==> src/ras_pkg.sv <==
package ras_pkg;

  // ----------------------------------------
  // Register map and widths
  // ----------------------------------------
  localparam logic [6:0] CALL_STACK_INDEX_ADDR = 7'h01;
  localparam int         INDEX_W               = 4;
  localparam int         SLOT_W                = 16;
  localparam int         SLOT_COUNT            = 15;
  localparam logic [3:0] INDEX_RESET           = 4'hF;
  localparam logic [3:0] MISSING_TOP_SLOT      = 4'hF;
  localparam logic [15:0] RESTART_ADDR         = 16'h0000;

  // ----------------------------------------
  // Stack operations from the sequencer
  // ----------------------------------------
  typedef enum logic [3:0] {
    OP_NONE          = 4'h0,
    OP_CALL          = 4'h1,
    OP_SUB_RETURN    = 4'h2,
    OP_TABLE_READ    = 4'h3,
    OP_IRQ_ENTRY     = 4'h4,
    OP_IRQ_RETURN    = 4'h5,
    OP_PUSH          = 4'h6,
    OP_POP           = 4'h7,
    OP_SYSTEM_CALL   = 4'h8,
    OP_SYSTEM_RETURN = 4'h9
  } stack_op_e;

  // Request from the sequencer
  typedef struct packed {
    stack_op_e   op;
    logic [15:0] return_addr;
    logic [15:0] code_address_reg;
  } stack_req_s;

  // Answer to the sequencer
  typedef struct packed {
    logic        pc_load;
    logic [15:0] pc_value;
    logic        car_load;
    logic [15:0] car_value;
    logic        fault;
  } stack_rsp_s;

  // Table read phases
  typedef enum logic [2:0] {
    TR_IDLE   = 3'b001,
    TR_FETCH  = 3'b010,
    TR_RETURN = 3'b100
  } table_state_e;

endpackage

==> src/stack_index_counter.sv <==
`timescale 1ns/1ps
module stack_index_counter (
  // Clock and reset
  input  wire logic       core_clk,
  input  wire logic       nrst,
  // Controls
  input  wire logic       force_top,
  input  wire logic       clock_stopped,
  input  wire logic       wr_en,
  input  wire logic [3:0] wr_data,
  input  wire logic       dec,
  input  wire logic       inc,
  // State
  output logic      [3:0] index,
  output logic            underflow,
  output logic            overflow
);
  logic [3:0] index_reg;
  logic [3:0] index_next;

  always_comb begin
    index_next = index_reg;
    underflow  = 1'b0;
    overflow   = 1'b0;
    if (force_top) begin
      index_next = ras_pkg::INDEX_RESET;
    end else if (clock_stopped) begin
      index_next = index_reg;
    end else if (wr_en) begin
      index_next = wr_data;
    end else if (dec) begin
      index_next = index_reg - 4'h1;
      overflow   = (index_reg == 4'h0);
    end else if (inc) begin
      index_next = index_reg + 4'h1;
      underflow  = (index_reg == ras_pkg::MISSING_TOP_SLOT);
    end
  end

  always_ff @(posedge core_clk or negedge nrst) begin
    if (!nrst) begin
      index_reg <= ras_pkg::INDEX_RESET;
    end else begin
      index_reg <= index_next;
    end
  end

  assign index = index_reg;
endmodule // stack_index_counter

==> src/return_slot_array.sv <==
`timescale 1ns/1ps
module return_slot_array #(
  parameter int SLOTS = ras_pkg::SLOT_COUNT
) (
  // Clock
  input  wire logic        core_clk,
  // Port
  input  wire logic [3:0]  index,
  input  wire logic        wr_en,
  input  wire logic [15:0] wr_data,
  output logic      [15:0] rd_data
);
  logic [15:0] return_slot [SLOTS];

  // Slots hold no reset value
  always_ff @(posedge core_clk) begin
    if (wr_en && (index < 4'(SLOTS))) begin
      return_slot[index] <= wr_data;
    end
  end

  always_comb begin
    if (index < 4'(SLOTS)) begin
      rd_data = return_slot[index];
    end else begin
      rd_data = 16'h0000;
    end
  end
endmodule // return_slot_array

==> src/return_address_stack.sv <==
`timescale 1ns/1ps
// What this block does
// - Four-bit counter indexes the return slots
// - Index readable and writable at address 01H
// - Indexes 0-14 select slots; 0FH prohibited
// - Index forced to 0FH on resets
// - Index held while clock stopped
// - Call decrements index then stores return
// - Return loads PC then increments index
// - Table read saves, fetches, restores, adjusts index
// - Interrupt entry decrements and stores return
// - Interrupt return restores PC, increments index
// - Push decrements and stores code address
// - Pop loads code address, increments index
// - System call stores return and segment
// - System return restores PC and segment
// - Top slot unstored; nesting over 15 undefined
// - Optional reset on overflow or underflow
// - Fault reset selection taken at power-on or pin reset
// - Slots are 16 bits; fifteen stored
module return_address_stack (
  // Clock and reset
  input  wire logic                core_clk,
  input  wire logic                nrst,
  // Reset sources and clock stop
  input  wire logic                power_on_reset,
  input  wire logic                pin_reset,
  input  wire logic                ce_reset,
  input  wire logic                watchdog_reset,
  input  wire logic                clock_stopped,
  input  wire logic                fault_reset_select,
  // Register port
  input  wire logic [6:0]          reg_addr,
  input  wire logic                reg_wr,
  input  wire logic [3:0]          reg_wdata,
  output logic      [3:0]          reg_rdata,
  // Sequencer request and answer
  input  wire ras_pkg::stack_req_s req,
  input  wire logic [3:0]          segment_reg,
  input  wire logic [15:0]         program_word,
  output ras_pkg::stack_rsp_s      rsp,
  output logic      [3:0]          segment_value,
  output logic                     segment_load,
  output logic                     table_fetch,
  output logic      [15:0]         table_addr,
  output logic      [15:0]         transfer_buffer,
  output logic                     transfer_buffer_load,
  output logic                     watchdog_stack_fault_reset
);
  // ----------------------------------------
  // Declarations
  // ----------------------------------------
  logic [3:0]           index;
  logic                 idx_dec;
  logic                 idx_inc;
  logic                 idx_wr;
  logic                 underflow;
  logic                 overflow;
  logic                 slot_wr;
  logic [15:0]          slot_wdata;
  logic [15:0]          slot_rdata;
  logic                 force_top;
  logic                 fault_en_reg;
  logic                 fault_en_next;
  logic                 fault_reg;
  logic                 fault_next;
  ras_pkg::table_state_e tr_reg;
  ras_pkg::table_state_e tr_next;
  logic [15:0]          tr_addr_reg;
  logic [15:0]          tr_addr_next;
  ras_pkg::stack_rsp_s  rsp_reg;
  ras_pkg::stack_rsp_s  rsp_next;
  logic [3:0]           seg_reg;
  logic [3:0]           seg_next;
  logic                 seg_ld_reg;
  logic                 seg_ld_next;
  logic [15:0]          dbf_reg;
  logic [15:0]          dbf_next;
  logic                 dbf_ld_reg;
  logic                 dbf_ld_next;

  function automatic logic is_pop_kind(input ras_pkg::stack_op_e op);
    return (op == ras_pkg::OP_SUB_RETURN) || (op == ras_pkg::OP_IRQ_RETURN) ||
           (op == ras_pkg::OP_POP) || (op == ras_pkg::OP_SYSTEM_RETURN);
  endfunction

  function automatic logic is_push_kind(input ras_pkg::stack_op_e op);
    return (op == ras_pkg::OP_CALL) || (op == ras_pkg::OP_IRQ_ENTRY) ||
           (op == ras_pkg::OP_PUSH) || (op == ras_pkg::OP_SYSTEM_CALL);
  endfunction

  // ----------------------------------------
  // Sub-blocks
  // ----------------------------------------
  assign force_top = power_on_reset || pin_reset || ce_reset ||
                     watchdog_reset || fault_reg;

  stack_index_counter u_index (
    .core_clk      (core_clk),
    .nrst          (nrst),
    .force_top     (force_top),
    .clock_stopped (clock_stopped),
    .wr_en         (idx_wr),
    .wr_data       (reg_wdata),
    .dec           (idx_dec),
    .inc           (idx_inc),
    .index         (index),
    .underflow     (underflow),
    .overflow      (overflow)
  );

  return_slot_array #(
    .SLOTS (ras_pkg::SLOT_COUNT)
  ) u_slots (
    .core_clk (core_clk),
    .index    (index),
    .wr_en    (slot_wr),
    .wr_data  (slot_wdata),
    .rd_data  (slot_rdata)
  );

  // ----------------------------------------
  // Register port
  // ----------------------------------------
  assign idx_wr    = reg_wr && (reg_addr == ras_pkg::CALL_STACK_INDEX_ADDR) &&
                     (tr_reg == ras_pkg::TR_IDLE);
  assign reg_rdata = (reg_addr == ras_pkg::CALL_STACK_INDEX_ADDR) ? index : 4'h0;

  // ----------------------------------------
  // Stack operations
  // ----------------------------------------
  // Pushes store through the slot at the already-decremented index: the
  // write is taken one edge after the decrement, when the index points there.
  logic        push_pend_reg;
  logic        push_pend_next;
  logic [15:0] push_data_reg;
  logic [15:0] push_data_next;

  always_comb begin
    idx_dec        = 1'b0;
    idx_inc        = 1'b0;
    slot_wr        = 1'b0;
    slot_wdata     = push_data_reg;
    push_pend_next = 1'b0;
    push_data_next = push_data_reg;
    tr_next        = tr_reg;
    tr_addr_next   = tr_addr_reg;
    rsp_next       = '0;
    seg_next       = seg_reg;
    seg_ld_next    = 1'b0;
    dbf_next       = dbf_reg;
    dbf_ld_next    = 1'b0;
    if (push_pend_reg) begin
      slot_wr = 1'b1;
    end
    if (clock_stopped || force_top) begin
      tr_next = ras_pkg::TR_IDLE;
    end else begin
      case (tr_reg)
        ras_pkg::TR_IDLE: begin
          if (is_push_kind(req.op)) begin
            idx_dec        = 1'b1;
            push_pend_next = 1'b1;
            case (req.op)
              ras_pkg::OP_PUSH:        push_data_next = req.code_address_reg;
              ras_pkg::OP_SYSTEM_CALL: push_data_next = {segment_reg, req.return_addr[11:0]};
              default:                 push_data_next = req.return_addr;
            endcase
          end else if (is_pop_kind(req.op)) begin
            idx_inc = 1'b1;
            case (req.op)
              ras_pkg::OP_POP: begin
                rsp_next.car_load  = 1'b1;
                rsp_next.car_value = slot_rdata;
              end
              ras_pkg::OP_SYSTEM_RETURN: begin
                rsp_next.pc_load  = 1'b1;
                rsp_next.pc_value = {4'h0, slot_rdata[11:0]};
                seg_next          = slot_rdata[15:12];
                seg_ld_next       = 1'b1;
              end
              default: begin
                rsp_next.pc_load  = 1'b1;
                rsp_next.pc_value = slot_rdata;
              end
            endcase
          end else if (req.op == ras_pkg::OP_TABLE_READ) begin
            idx_inc        = 1'b1;
            push_pend_next = 1'b1;
            push_data_next = req.return_addr;
            tr_addr_next   = req.code_address_reg;
            tr_next        = ras_pkg::TR_FETCH;
          end
        end
        ras_pkg::TR_FETCH: begin
          dbf_next    = program_word;
          dbf_ld_next = 1'b1;
          tr_next     = ras_pkg::TR_RETURN;
        end
        ras_pkg::TR_RETURN: begin
          rsp_next.pc_load  = 1'b1;
          rsp_next.pc_value = slot_rdata;
          idx_inc           = 1'b1;
          tr_next           = ras_pkg::TR_IDLE;
        end
        default: tr_next = ras_pkg::TR_IDLE;
      endcase
    end
    rsp_next.fault = fault_reg;
  end

  // ----------------------------------------
  // Overflow and underflow reset
  // ----------------------------------------
  always_comb begin
    fault_en_next = fault_en_reg;
    if (power_on_reset || pin_reset) begin
      fault_en_next = fault_reset_select;
    end
    fault_next = fault_en_reg && (overflow || underflow) && !force_top;
  end

  always_ff @(posedge core_clk or negedge nrst) begin
    if (!nrst) begin
      fault_en_reg  <= 1'b0;
      fault_reg     <= 1'b0;
      tr_reg        <= ras_pkg::TR_IDLE;
      tr_addr_reg   <= 16'h0000;
      rsp_reg       <= '0;
      seg_reg       <= 4'h0;
      seg_ld_reg    <= 1'b0;
      dbf_reg       <= 16'h0000;
      dbf_ld_reg    <= 1'b0;
      push_pend_reg <= 1'b0;
      push_data_reg <= 16'h0000;
    end else begin
      fault_en_reg  <= fault_en_next;
      fault_reg     <= fault_next;
      tr_reg        <= tr_next;
      tr_addr_reg   <= tr_addr_next;
      rsp_reg       <= rsp_next;
      seg_reg       <= seg_next;
      seg_ld_reg    <= seg_ld_next;
      dbf_reg       <= dbf_next;
      dbf_ld_reg    <= dbf_ld_next;
      push_pend_reg <= push_pend_next;
      push_data_reg <= push_data_next;
    end
  end

  // ----------------------------------------
  // Outputs
  // ----------------------------------------
  always_comb begin
    rsp = rsp_reg;
    rsp.fault = fault_reg;
    if (fault_reg) begin
      rsp.pc_load  = 1'b1;
      rsp.pc_value = ras_pkg::RESTART_ADDR;
    end
  end

  assign segment_value              = seg_reg;
  assign segment_load               = seg_ld_reg;
  assign table_fetch                = (tr_reg == ras_pkg::TR_FETCH);
  assign table_addr                 = tr_addr_reg;
  assign transfer_buffer            = dbf_reg;
  assign transfer_buffer_load       = dbf_ld_reg;
  assign watchdog_stack_fault_reset = fault_reg;
endmodule // return_address_stack

==> config.mk <==
export PLATFORM = sky130hd
export DESIGN_NAME = return_address_stack
export DESIGN_NICKNAME = d
export VERILOG_FILES = /design/src/ras_pkg.sv /design/src/stack_index_counter.sv /design/src/return_slot_array.sv /design/src/return_address_stack.sv
export SDC_FILE = /design/constraint.sdc
export NUM_CORES = 1
export LEC_CHECK = 0
export BUFFER_PORTS_ARGS = -buffer_cell sky130_fd_sc_hd__buf_2
export CORE_MARGIN = 2
export CORE_UTILIZATION = 42
export DETAILED_ROUTE_END_ITERATION = 7
export SLEW_MARGIN = 0
export SYNTH_ARGS = -nofsm -noshare
export SYNTH_HDL_FRONTEND = slang
export SYNTH_SLANG_ARGS = --single-unit
==> constraint.sdc <==
create_clock -name core_clk -period 3.8 [get_ports core_clk]
set_input_delay 0.95 -clock core_clk [delete_from_list [all_inputs] [get_ports core_clk]]
set_output_delay 0.95 -clock core_clk [all_outputs]
set_load 0.03 [all_outputs]
Word level (Yosys, flattened, before mapping)
Memories as Yosys holds them, arrays and structs flattened.
Index checks and enable logic that the tools add are counted.
{ "classes": {"n_eq_ne": 19, "reduce_logical": 27, "bitwise": 3, "n_addsub": 2, "n_lt_le_gt_ge": 1, "muxes": 55} }
{ "op_table": {"columns": ["cell", "count"], "rows": [
  ["$mux W34", 3],
  ["$pmux W17 S2", 2],
  ["$mux W16", 4],
  ["$mux W17", 3],
  ["$pmux W16 S2", 1],
  ["$mux W1", 30],
  ["$mux W4", 6],
  ["$eq A4 B3 Y1 const B", 4],
  ["$eq A4 B4 Y1 const B", 3],
  ["$logic_or A1 B1 Y1", 12],
  ["$mux W3", 4],
  ["$reduce_and A5 Y1", 2],
  ["$eq A4 B2 Y1 const B", 2],
  ["$eq A7 B1 Y1 const B", 1],
  ["$ne A3 B3 Y1 const B", 2],
  ["$pmux W3 S2", 1],
  ["$logic_and A1 B1 Y1", 5],
  ["$add A4 B1 Y4 const B", 1],
  ["$eq A4 B1 Y1 const B", 1],
  ["$logic_not A4 Y1", 1],
  ["$lt A4 B4 Y1 const B", 1],
  ["$reduce_and A2 Y1", 2],
  ["$reduce_and A4 Y1", 1],
  ["$reduce_bool A4 Y1", 1],
  ["other kinds (12)", 14]
]} }
{ "word_totals": {"ff_bits": 98, "mem_count": 1, "input_bits": 76, "ram_bits": 240, "elab_cells": 123} }
{ "memory_table": {"columns": ["memory", "depth", "word_bits", "read_ports", "rd_clocked_by_memory_dff", "write_ports", "line", "source"], "rows": [
  ["u_slots.return_slot", 15, 16, 1, 0, 1, "return_slot_array.sv:13", "logic [15:0] return_slot [SLOTS];"]
]} }

Longest topological paths before layout
Gate-level depths: netlist of the first run.
{ "logic_depth": {"depth_word": 16, "ltp_mapped": 12} }

Cells and area by module
Synthesis of the first run repeated with hierarchy kept, for this count alone.
{ "unflattened": {"hier_cells": 826, "hier_area_um2": 13930.9} }
{ "modules_own_cells": {"columns": ["mod", "seq_area_each_um2", "area_each_um2", "n_inst", "cells_per_inst"], "rows": [
  ["return_slot_array", 7206.9, 9446.6, 1, 482],
  ["return_address_stack", 2353.5, 4103.9, 1, 302],
  ["stack_index_counter", 105.1, 380.4, 1, 42]
]} }

Least setup slack after synthesis of the first run
OpenSTA, ideal clock, no wires.
{ "synth_path": {"kind": "input-to-reg", "start": "input port req[32] (netlist name)", "end": "register u_index.index_reg[3], in the netlist u_index.index[3]", "slack_ns": 0.066, "n_path_buf": 2, "arrival_ns": 3.658, "cell_stages": 12, "t_required_ns": 3.723, "setup_ns": 0.077, "cell_sequence": "buf_2 nor4b_4 nor3_1 or2_2 buf_2 inv_1 ha_1 and3_1 or3_1 o211ai_1 or3b_2 a21o_1"} }
{ "synth_via": {"elab_chain_len": 11} }
{ "synth_lines": {"columns": ["item", "line", "source"], "rows": [
  ["start, declared", "return_address_stack.sv:38", "input wire ras_pkg::stack_req_s req,"],
  ["$eq A4 B1 Y1 or $eq A4 B3 Y1 (tied branches)", "return_address_stack.sv:88", "return (op == ras_pkg::OP_CALL) || (op == ras_pkg::OP_IRQ_ENTRY) ||"],
  ["$logic_or A1 B1 Y1 (2 in series)", "return_address_stack.sv:88", null],
  ["$logic_or A1 B1 Y1", "return_address_stack.sv:89", "(op == ras_pkg::OP_PUSH) || (op == ras_pkg::OP_SYSTEM_CALL);"],
  ["$mux W1", "return_address_stack.sv:161", "if (is_push_kind(req.op)) begin"],
  ["$mux W1", "return_address_stack.sv:159", "case (tr_reg)"],
  ["$mux W1", "return_address_stack.sv:156", "if (clock_stopped || force_top) begin"],
  ["$mux W4", "stack_index_counter.sv:31", "end else if (dec) begin"],
  ["$mux W4", "stack_index_counter.sv:29", "end else if (wr_en) begin"],
  ["$mux W4", "stack_index_counter.sv:27", "end else if (clock_stopped) begin"],
  ["$mux W4", "stack_index_counter.sv:25", "if (force_top) begin"],
  ["end signal, assigned", "stack_index_counter.sv:42", "index_reg <= ras_pkg::INDEX_RESET;"],
  ["end signal, assigned", "stack_index_counter.sv:44", "index_reg <= index_next;"],
  ["end, declared", "stack_index_counter.sv:18", "logic [3:0] index_reg;"]
]} }
Several ways; a longest one is shown, not always the timed one. The select of a mux whose other input is x is not followed.
A chain may end at the register's enable or synchronous reset.

Worst setup path after layout of the first run
{ "layout_path": {"start": "register fault_reg, in the netlist watchdog_stack_fault_reset", "end": "register u_index.index_reg[3], in the netlist u_index.index[3]"} }
{ "layout_via": {"elab_chain_len": 7} }
{ "layout_lines": {"columns": ["item", "line", "source"], "rows": [
  ["start, declared", "return_address_stack.sv:65", "logic fault_reg;"],
  ["start signal, assigned", "return_address_stack.sv:238", "fault_reg <= fault_next;"],
  ["$logic_or A1 B1 Y1 *", "return_address_stack.sv:96", "watchdog_reset || fault_reg;"],
  ["$logic_or A1 B1 Y1", "return_address_stack.sv:156", null],
  ["$mux W1", "return_address_stack.sv:156", null],
  ["$mux W4", "stack_index_counter.sv:31", null],
  ["$mux W4", "stack_index_counter.sv:29", null],
  ["$mux W4", "stack_index_counter.sv:27", null],
  ["$mux W4", "stack_index_counter.sv:25", null]
]} }
Mark *: on every way between the ends. The rest lies on a longest branch, timed or not. The select of a mux whose other input is x is not followed.

==> out/summary.txt, run 1 <==
Antenna fix cells -> 0
Max reg flops -> 240
Starting Density -> 0.424
Iteration-0 DRC Markers -> 615
Psw -> 1600 uW
Max-cap violations -> 0
Fill count -> 2728
Syn. warnings -> 0
Global-route wire length before repair -> 44.5 mm
Mapped Nets -> 845
Worst Skew -> 16.6 ps
Total grt overflow -> 0
Switching share of power -> 0.204
Final Instance Area -> 0.0161 mm^2
Root Driver -> clkbuf_16
HP Class -> reg2reg
Clk buf depth -> 3
Register area share after synthesis -> 0.707
FF+latch count, synth -> 338
Final Hold Fails -> 0
DIE AREA -> 0.0340 mm^2
Layout cells sized above 1 -> 0.410
Crit Path Class -> reg2reg
I/O Pins -> 155
Most used DFF post-synth -> edfxtp_1
Final setup violation count -> 0
Gpl congestion -> 0.751
Comb power frac -> 0.028
Initial antenna violation count -> 0
Status -> finished clean
Drt first pass iters -> 5
GRT Total Usage -> 0.177
Synth cell types -> 59
Setup TNS -> 0 ps
IO Port Bufs -> 154
Pwr Density -> 484 mW/mm^2
Fin crit period -> 3140 ps
TritonCTS clock tree -> yes
Synth Instances -> 766
Cell area after placement -> 0.0150 mm^2
Cts bufs inserted -> 35
Core Util, Final -> 0.500
Share of flip-flops with an asynchronous set or reset -> 0.290
Area Overhead vs Synth -> 17.9%
Highest clock rate -> 0.319 GHz
Worst setup EP type -> register
Row cnt -> 66
Critical Path Start Type -> register
Internal power -> 6220 uW
Post-CTS Setup Repair Bufs -> 0
Worst EP required -> 4230 ps
Fin nets -> 1016
DR WL/cell -> 21.0 um
Storage cell area -> 0.00967 mm^2
Crit-path max FO -> 21
DRT Wirelength -> 29.4 mm
Vias -> 7213
Crit share post-route -> 0.826
Antenna viol nets, final -> 0
DR vias/cell -> 5.14
CTS H-tree depth -> 2
Die Ht -> 184 um
Die width -> 184 um
Worst-Margin Slew -> 916 ps
Critical path arrival -> 3570 ps
Slew headroom -> 0.387
Post-cts resize count -> 0
CTS clk-pin slew, worst paths -> 60 ps
Drt drc -> 0
Clock Sink Count -> 338
Synth Cell Area -> 0.0137 mm^2
Area of the multi-input gates -> 0.00366 mm^2
Clk_lat worst skew -> 500 ps
EDFF count, synth -> 240
Maximum vdd drop -> 0.000251 V
Pin count of the biggest net entering global routing -> 59
Clock share of power -> 0.429
RSZ-0062 raised after global routing -> no
Area of the core -> 0.0323 mm^2
Slew Limit Fails -> 0
DP HPWL -> 18.4 mm
Flop pwr share -> 0.543
Syn Area/Cell -> 17.9 um^2
P_leak -> 0.00665 uW
Number of global-route vias before repair -> 7319
Cts-stage hold buffer count -> 0
## placed cells by master, fill, tap and decap left out, drive strengths merged, types with 6 or more instances in the layout
cell	count
edfxtp	240
nor2b	10
buf	190
o21ai	42
nor2	45
mux2i	24
clkinv	17
inv	14
mux4	60
nor3b	6
a22oi	6
nor3	8
mux2	61
and2b	7
clkbuf	41
dfrtp	93
nand2	30
## power groups by stage
stage	logic, uW	clock network [uW]	registers, uW
floorplan	108	0	4270
global placement	219	0	4320
detailed placement	222	0	4320
CTS	223	3430	4250
global route	240	3580	4260
finish	218	3350	4250
## worst max-delay path, stage by stage, from the launching register on
cell      delay (ps)
dfrtp_1          610
nor4_4           320
nand3_2          170
or2_2            340
inv_1            100
ha_1             270
and3_1           180
or3_1            370
o211ai_1          90
or3b_2           460
a21o_1           170
## layout make-up
cell class	instances	share of cell area
sequential	338	0.599
multi-input combinational	358	0.227
timing repair buffer	190	0.0662
clock buffer	41	0.0569
tap	442	0.0343
clock inverter	21	0.0128
inverter	14	0.00326
## path summary, 6_finish.rpt
check,startpoint,to,slack [ps],cells after the start
worst max register to register,watchdog_stack_fault_reset,u_index.index[3],660,10
max in group asynchronous,nrst,rsp[16],2510,2
worst min-delay path,segment_value[3],segment_value[3],480,2
min in group asynchronous,nrst,table_addr[10],540,1
worst min register to register,segment_value[3],segment_value[3],480,2
worst max-delay path,watchdog_stack_fault_reset,u_index.index[3],660,10
## cells by family after synthesis
kind of cell / share of synthesized area
flops: 0.707
mux: 0.171
simple gates: 0.0579
buf+inv: 0.0295
compound gates: 0.0306
fa+ha+maj: 0.00329
xor+xnor: 0.000640
## synth_stat cells (2+ instances only)
cell type | n | area (um^2)
edfxtp_1 | 240 | 7210
dfrtp_1 | 93 | 2330
mux4_2 | 60 | 1350
nor2_1 | 45 | 169
mux2_2 | 43 | 484
o21ai_0 | 42 | 210
nand2_1 | 29 | 109
mux2i_1 | 24 | 240
buf_4 | 22 | 165
clkbuf_1 | 21 | 78.8
mux2_4 | 18 | 270
inv_1 | 13 | 48.8
nor2b_1 | 10 | 62.6
buf_2 | 8 | 40.0
nor3_1 | 8 | 40.0
and2b_2 | 7 | 61.3
a22oi_1 | 6 | 45.0
a211oi_1 | 5 | 37.5
and3_1 | 5 | 31.3
dfstp_2 | 5 | 131
nand3_1 | 4 | 20.0
nor3b_1 | 4 | 30.0
o22a_1 | 4 | 35.0
or2_2 | 4 | 25.0
nor4_1 | 3 | 18.8
a21o_1 | 2 | 15.0
a221oi_1 | 2 | 17.5
buf_12 | 2 | 40.0
buf_6 | 2 | 22.5
ha_1 | 2 | 25.0
nand3b_1 | 2 | 15.0
nor4b_1 | 2 | 17.5
o211ai_1 | 2 | 15.0
o31ai_1 | 2 | 15.0
## metrics by stage
stage          power (uW)  instances  hold WS (ps)  setup slack (ps)
2_1_floorplan        4380        766           480              65.7
3_3_place_gp         4540       1342           467               242
3_5_place_dp         4550       1342           472               209
4_1_cts              7910       1404           484               586
5_1_grt              8080       1404           513               402
6_report             7810       1404           480               661
## layer usage
metal / GRT usage / vias to the layer above / routed length [um] / share of wire
li1: - / 3285 / - / -
met1: 0.252 / 3670 / 13200 / 0.45
met2: 0.290 / 225 / 14100 / 0.48
met3: 0.0269 / 33 / 1680 / 0.057
met4: 0.0419 / 0 / 477 / 0.016
met5: 0 / - / 0 / 0
Note: power is estimated with default switching activity, not from simulation.
==> inputs of run 2 (changes only) <==
==> constraint.sdc (replaced) <==
create_clock -name core_clk -period 3.1 [get_ports core_clk]
set_input_delay 0.775 -clock core_clk [delete_from_list [all_inputs] [get_ports core_clk]]
set_output_delay 0.775 -clock core_clk [all_outputs]
set_load 0.03 [all_outputs]
==> run 2 against run 1 <==
Cell area is 1.7% higher. First-iteration DRC count is 12% lower. Core utilization is 0.83 points higher. Largest power group unchanged. Critical path depth is 8 lower. Global-route usage is 0.23 points lower. Die area stayed put. Register-to-register slack worse by 230 ps. Cell count is 1.6% higher.
==> out/summary.txt, run 2 (same netlist as run 1, synthesis figures left out) <==
Fin worst setup slack -> 385 ps
Crit Path Class -> reg2out
Initial antenna violation count -> 1
Fin crit period -> 2720 ps
Status -> finished clean
TritonCTS clock tree -> yes
DP HPWL -> 18.7 mm
Max reg flops -> 240
Area Overhead vs Synth -> 19.9%
Drt first pass iters -> 5
HP Class -> in2async
Global-route wire length before repair -> 44.0 mm
Final Instance Area -> 0.0164 mm^2
Row cnt -> 66
Cts-stage hold buffer count -> 0
Crit-path max FO -> 28
Pwr Density -> 589 mW/mm^2
Antenna fix cells -> 0
Critical Path Start Type -> register
Clock Sink Count -> 338
Area of the core -> 0.0323 mm^2
Root Driver -> clkbuf_16
Worst Skew -> 18.5 ps
Drt drc -> 0
DR WL/cell -> 20.4 um
Antenna viol nets, final -> 0
Critical path arrival -> 1940 ps
DR vias/cell -> 5.06
Pre-CTS setup slack -> -23.9 ps
CTS H-tree depth -> 2
Slew Limit Fails -> 0
GRT Total Usage -> 0.175
Maximum vdd drop -> 0.000324 V
Most common cell after layout, fill and taps aside -> edfxtp_1
Cell area after placement -> 0.0152 mm^2
Fin nets -> 1036
Gpl congestion -> 0.765
Highest clock rate -> 0.368 GHz
Post-CTS Setup Repair Bufs -> 0
IO Port Bufs -> 154
Final setup violation count -> 0
Total grt overflow -> 0
Cts bufs inserted -> 36
Clk buf depth -> 3
Number of global-route vias before repair -> 7183
Most frequent cells in the layout -> edfxtp_1 (240), buf_2 (153), dfrtp_1 (93)
Max-cap violations -> 0
Worst setup EP type -> output port
Final Hold Fails -> 0
Iteration-0 DRC Markers -> 544
Clk_lat worst skew -> 520 ps
Die width -> 184 um
Crit share post-route -> 0.876
RSZ-0062 raised after global routing -> no
I/O Pins -> 155
P_leak -> 0.00677 uW
Worst EP required -> 2320 ps
Starting Density -> 0.424
Post-cts resize count -> 0
Slew headroom -> 0.224
CTS clk-pin slew, worst paths -> 60 ps
Worst-Margin Slew -> 1160 ps
DRT Wirelength -> 29.1 mm
Die Ht -> 184 um
Vias -> 7223
Layout cells sized above 1 -> 0.423
Pin count of the biggest net entering global routing -> 49
DIE AREA -> 0.0340 mm^2
run 2: cell count changes in the layout (fill, tap and decap cells not counted), moves of 2 or more:
cell       previous run  this run
buf_12                2         6
buf_4                35        50
bufinv_16             4         2
clkbuf_1              4        11
clkbuf_16            35        37
clkbuf_8              2         6
clkinv_1              6         3
clkinv_2             10         6
run 2: report_power, final:
| part | switching, uW | total [uW] | internal, uW |
|---|---|---|---|
| registers | 171 | 5200 | 5030 |
| clock network | 1670 | 4180 | 2510 |
| logic | 134 | 282 | 148 |
run 2: routing by layer:
metal	global-route usage	vias up	share of wire
met1	0.237	3673	0.44
li1	-	3317	-
met5	0	-	0
met4	0.0541	0	0.022
met3	0.0310	33	0.051
met2	0.291	200	0.48
run 2: worst max-delay path: stages, from the launching register on:
cell     delay (ps)
dfstp_4         970
and3_1          260
buf_2           200
run 2: stage by stage:
step | TNS [ps] | hold slack (ps) | power (uW) | util | instances
after floorplan | -39.0 | 479 | 5370 | - | 766
after global placement | -8.21 | 464 | 5570 | 0.472 | 1361
after detailed placement | -23.9 | 473 | 5590 | 0.472 | 1361
after CTS | 0 | 268 | 9770 | 0.508 | 1427
after global routing | 0 | 293 | 10000 | 0.508 | 1427
final | 0 | 253 | 9660 | 0.508 | 1427
run 2: final timing paths:
check	from	endpoint	slack, ps	depth (start not counted)
setup / recovery	u_index.index[0]	reg_rdata[0]	380	2
hold / removal	nrst	table_addr[12]	250	1
setup reg to reg	u_index.index[0]	rsp[12]	430	5
hold reg to reg	segment_value[2]	segment_value[2]	480	2
max in group asynchronous	nrst	u_index.index[2]	2150	2
min in group core_clk	segment_value[2]	segment_value[2]	480	2
run 2: cell type report:
cell class / instances / area (um^2)
Clock buffer: 54 / 1050
Sequential cell: 338 / 9670
Timing Repair Buffer: 209 / 1260
Fill cell: 2652 / 15900
Tap cell: 442 / 553
Multi-Input combinational cell: 358 / 3690
Clock inverter: 12 / 115
Inverter: 14 / 60.1
==> inputs of run 3 (changes only) <==
==> constraint.sdc (replaced) <==
create_clock -name core_clk -period 3.3 [get_ports core_clk]
set_input_delay 0.825 -clock core_clk [delete_from_list [all_inputs] [get_ports core_clk]]
set_output_delay 0.825 -clock core_clk [all_outputs]
set_load 0.03 [all_outputs]
==> run 3 against run 2 <==
Clock power fell by 14%. First-iteration DRC count shrank 4.4%. Flip-flop and latch count is the same. Largest cell class unchanged. Clock skew shrank 3.0 ps. Via count grew 0.58%.
==> out/summary.txt, run 3 (same netlist as run 1, synthesis figures left out) <==
RR Startpoint -> u_index.index[0]
Final setup violation count -> 0
Drt drc -> 0
Highest clock rate -> 0.325 GHz
Starting Density -> 0.424
DRT Wirelength -> 29.3 mm
Switching share of power -> 0.208
Clock Sink Count -> 338
Final std cells w/o fill -> 1421
Clk_lat worst skew -> 510 ps
HP Class -> in2async
Vias -> 7265
Total grt overflow -> 0
Max reg flops -> 240
Fin crit period -> 3070 ps
R2r setup slk -> 580 ps
GRT Total Usage -> 0.177
Worst-Margin Slew -> 1240 ps
Gpl congestion -> 0.761
Crit Path Class -> reg2out
P_leak -> 0.00662 uW
DR WL/cell -> 20.6 um
Maximum vdd drop -> 0.000308 V
Die Ht -> 184 um
Area Overhead vs Synth -> 18.3%
CTS clk-pin slew, worst paths -> 60 ps
Die width -> 184 um
Crit-path max FO -> 35
IO Port Bufs -> 154
Initial antenna violation count -> 0
Root Driver -> clkbuf_16
Worst EP required -> 2470 ps
I/O Pins -> 155
Critical Path Start Type -> register
Max-cap violations -> 0
Flop pwr share -> 0.560
Comb power frac -> 0.030
Clk buf depth -> 3
DP HPWL -> 18.8 mm
Status -> finished clean
Total Power -> 8730 uW
Layout cells sized above 1 -> 0.415
Area of the core -> 0.0323 mm^2
Most common cell after layout, fill and taps aside -> edfxtp_1
Iteration-0 DRC Markers -> 520
Pwr Density -> 539 mW/mm^2
Critical path arrival -> 2250 ps
Worst setup EP type -> output port
Global-route wire length before repair -> 44.4 mm
DR vias/cell -> 5.11
Slew headroom -> 0.171
DIE AREA -> 0.0340 mm^2
Pin count of the biggest net entering global routing -> 67
Crit share post-route -> 0.931
Worst R2R Path Depth -> 5
RSZ-0062 raised after global routing -> no
Cts-stage hold buffer count -> 0
Clock share of power -> 0.410
Number of global-route vias before repair -> 7328
Drt first pass iters -> 4
Cts bufs inserted -> 35
Post-cts resize count -> 0
Core Util, Final -> 0.501
Fin nets -> 1032
Row cnt -> 66
Post-CTS Setup Repair Bufs -> 0
CTS H-tree depth -> 2
Worst Skew -> 15.5 ps
Internal power -> 6910 uW
Slew Limit Fails -> 0
TritonCTS clock tree -> yes
Psw -> 1810 uW
Reg2reg end -> segment_value[1]
Most frequent cells in the layout -> edfxtp_1 (240), buf_2 (153), dfrtp_1 (93)
Setup TNS -> 0 ps
Final Hold Fails -> 0
Inst Count DP -> 1358
Antenna viol nets, final -> 0
## run 3: cell count changes in the layout (fill, tap and decap cells not counted), sizes merged
cell      change
buf           -3
bufinv        -1
clkbuf        -9
clkinv        +6
clkinvlp      +1
diode         +1
inv           -1
## run 3: worst max-delay path, stage by stage, from the launching register on
cell	delay (ps)
dfstp_4	1000
buf_4	350
and3_1	190
buf_2	200
## run 3: cell type report
cell class,instances,area [um^2]
repair buffers,206,1200
inverters,14,57.6
diodes,1,2.50
well taps,442,553
fillers,2667,16100
clock inverters,17,106
clock buffers,45,923
flip-flops and latches,338,9670
multi-input cells,358,3670
## run 3: power by group through the flow
stage               Sequential (uW)  Clock, uW  Combinational, uW
global placement               4970          0                263
global route                   4910       3860                288
floorplan                      4920          0                127
detailed placement             4980          0                266
CTS                            4890       3670                267
finish                         4890       3580                262
## run 3: layer usage
layer	GRT usage	routed length [um]
met3	0.0292	1820
met1	0.247	12800
met2	0.293	14300
met4	0.0403	409
met5	0	0
## run 3: how the worst max path moves through the flow
stage               slack (ps)              from          endpoint  cells after the start
global placement            70          ce_reset  u_index.index[3]                     11
global route                60  u_index.index[0]      reg_rdata[0]                      3
floorplan                   50           req[32]  u_index.index[3]                     12
detailed placement          60          ce_reset  u_index.index[3]                     11
CTS                        150  u_index.index[0]      reg_rdata[0]                      3
finish                     230  u_index.index[0]      reg_rdata[0]                      3
## run 3: stage by stage
| stage | setup WS (ps) | hold WS, ps | instance area [um^2] |
|---|---|---|---|
| detailed placement | 56.6 | 484 | 15200 |
| global route | 56.6 | 358 | 16200 |
| global placement | 72.7 | 470 | 15200 |
| finish | 227 | 325 | 16200 |
| CTS | 147 | 333 | 16200 |
| floorplan | 53.7 | 480 | 13700 |
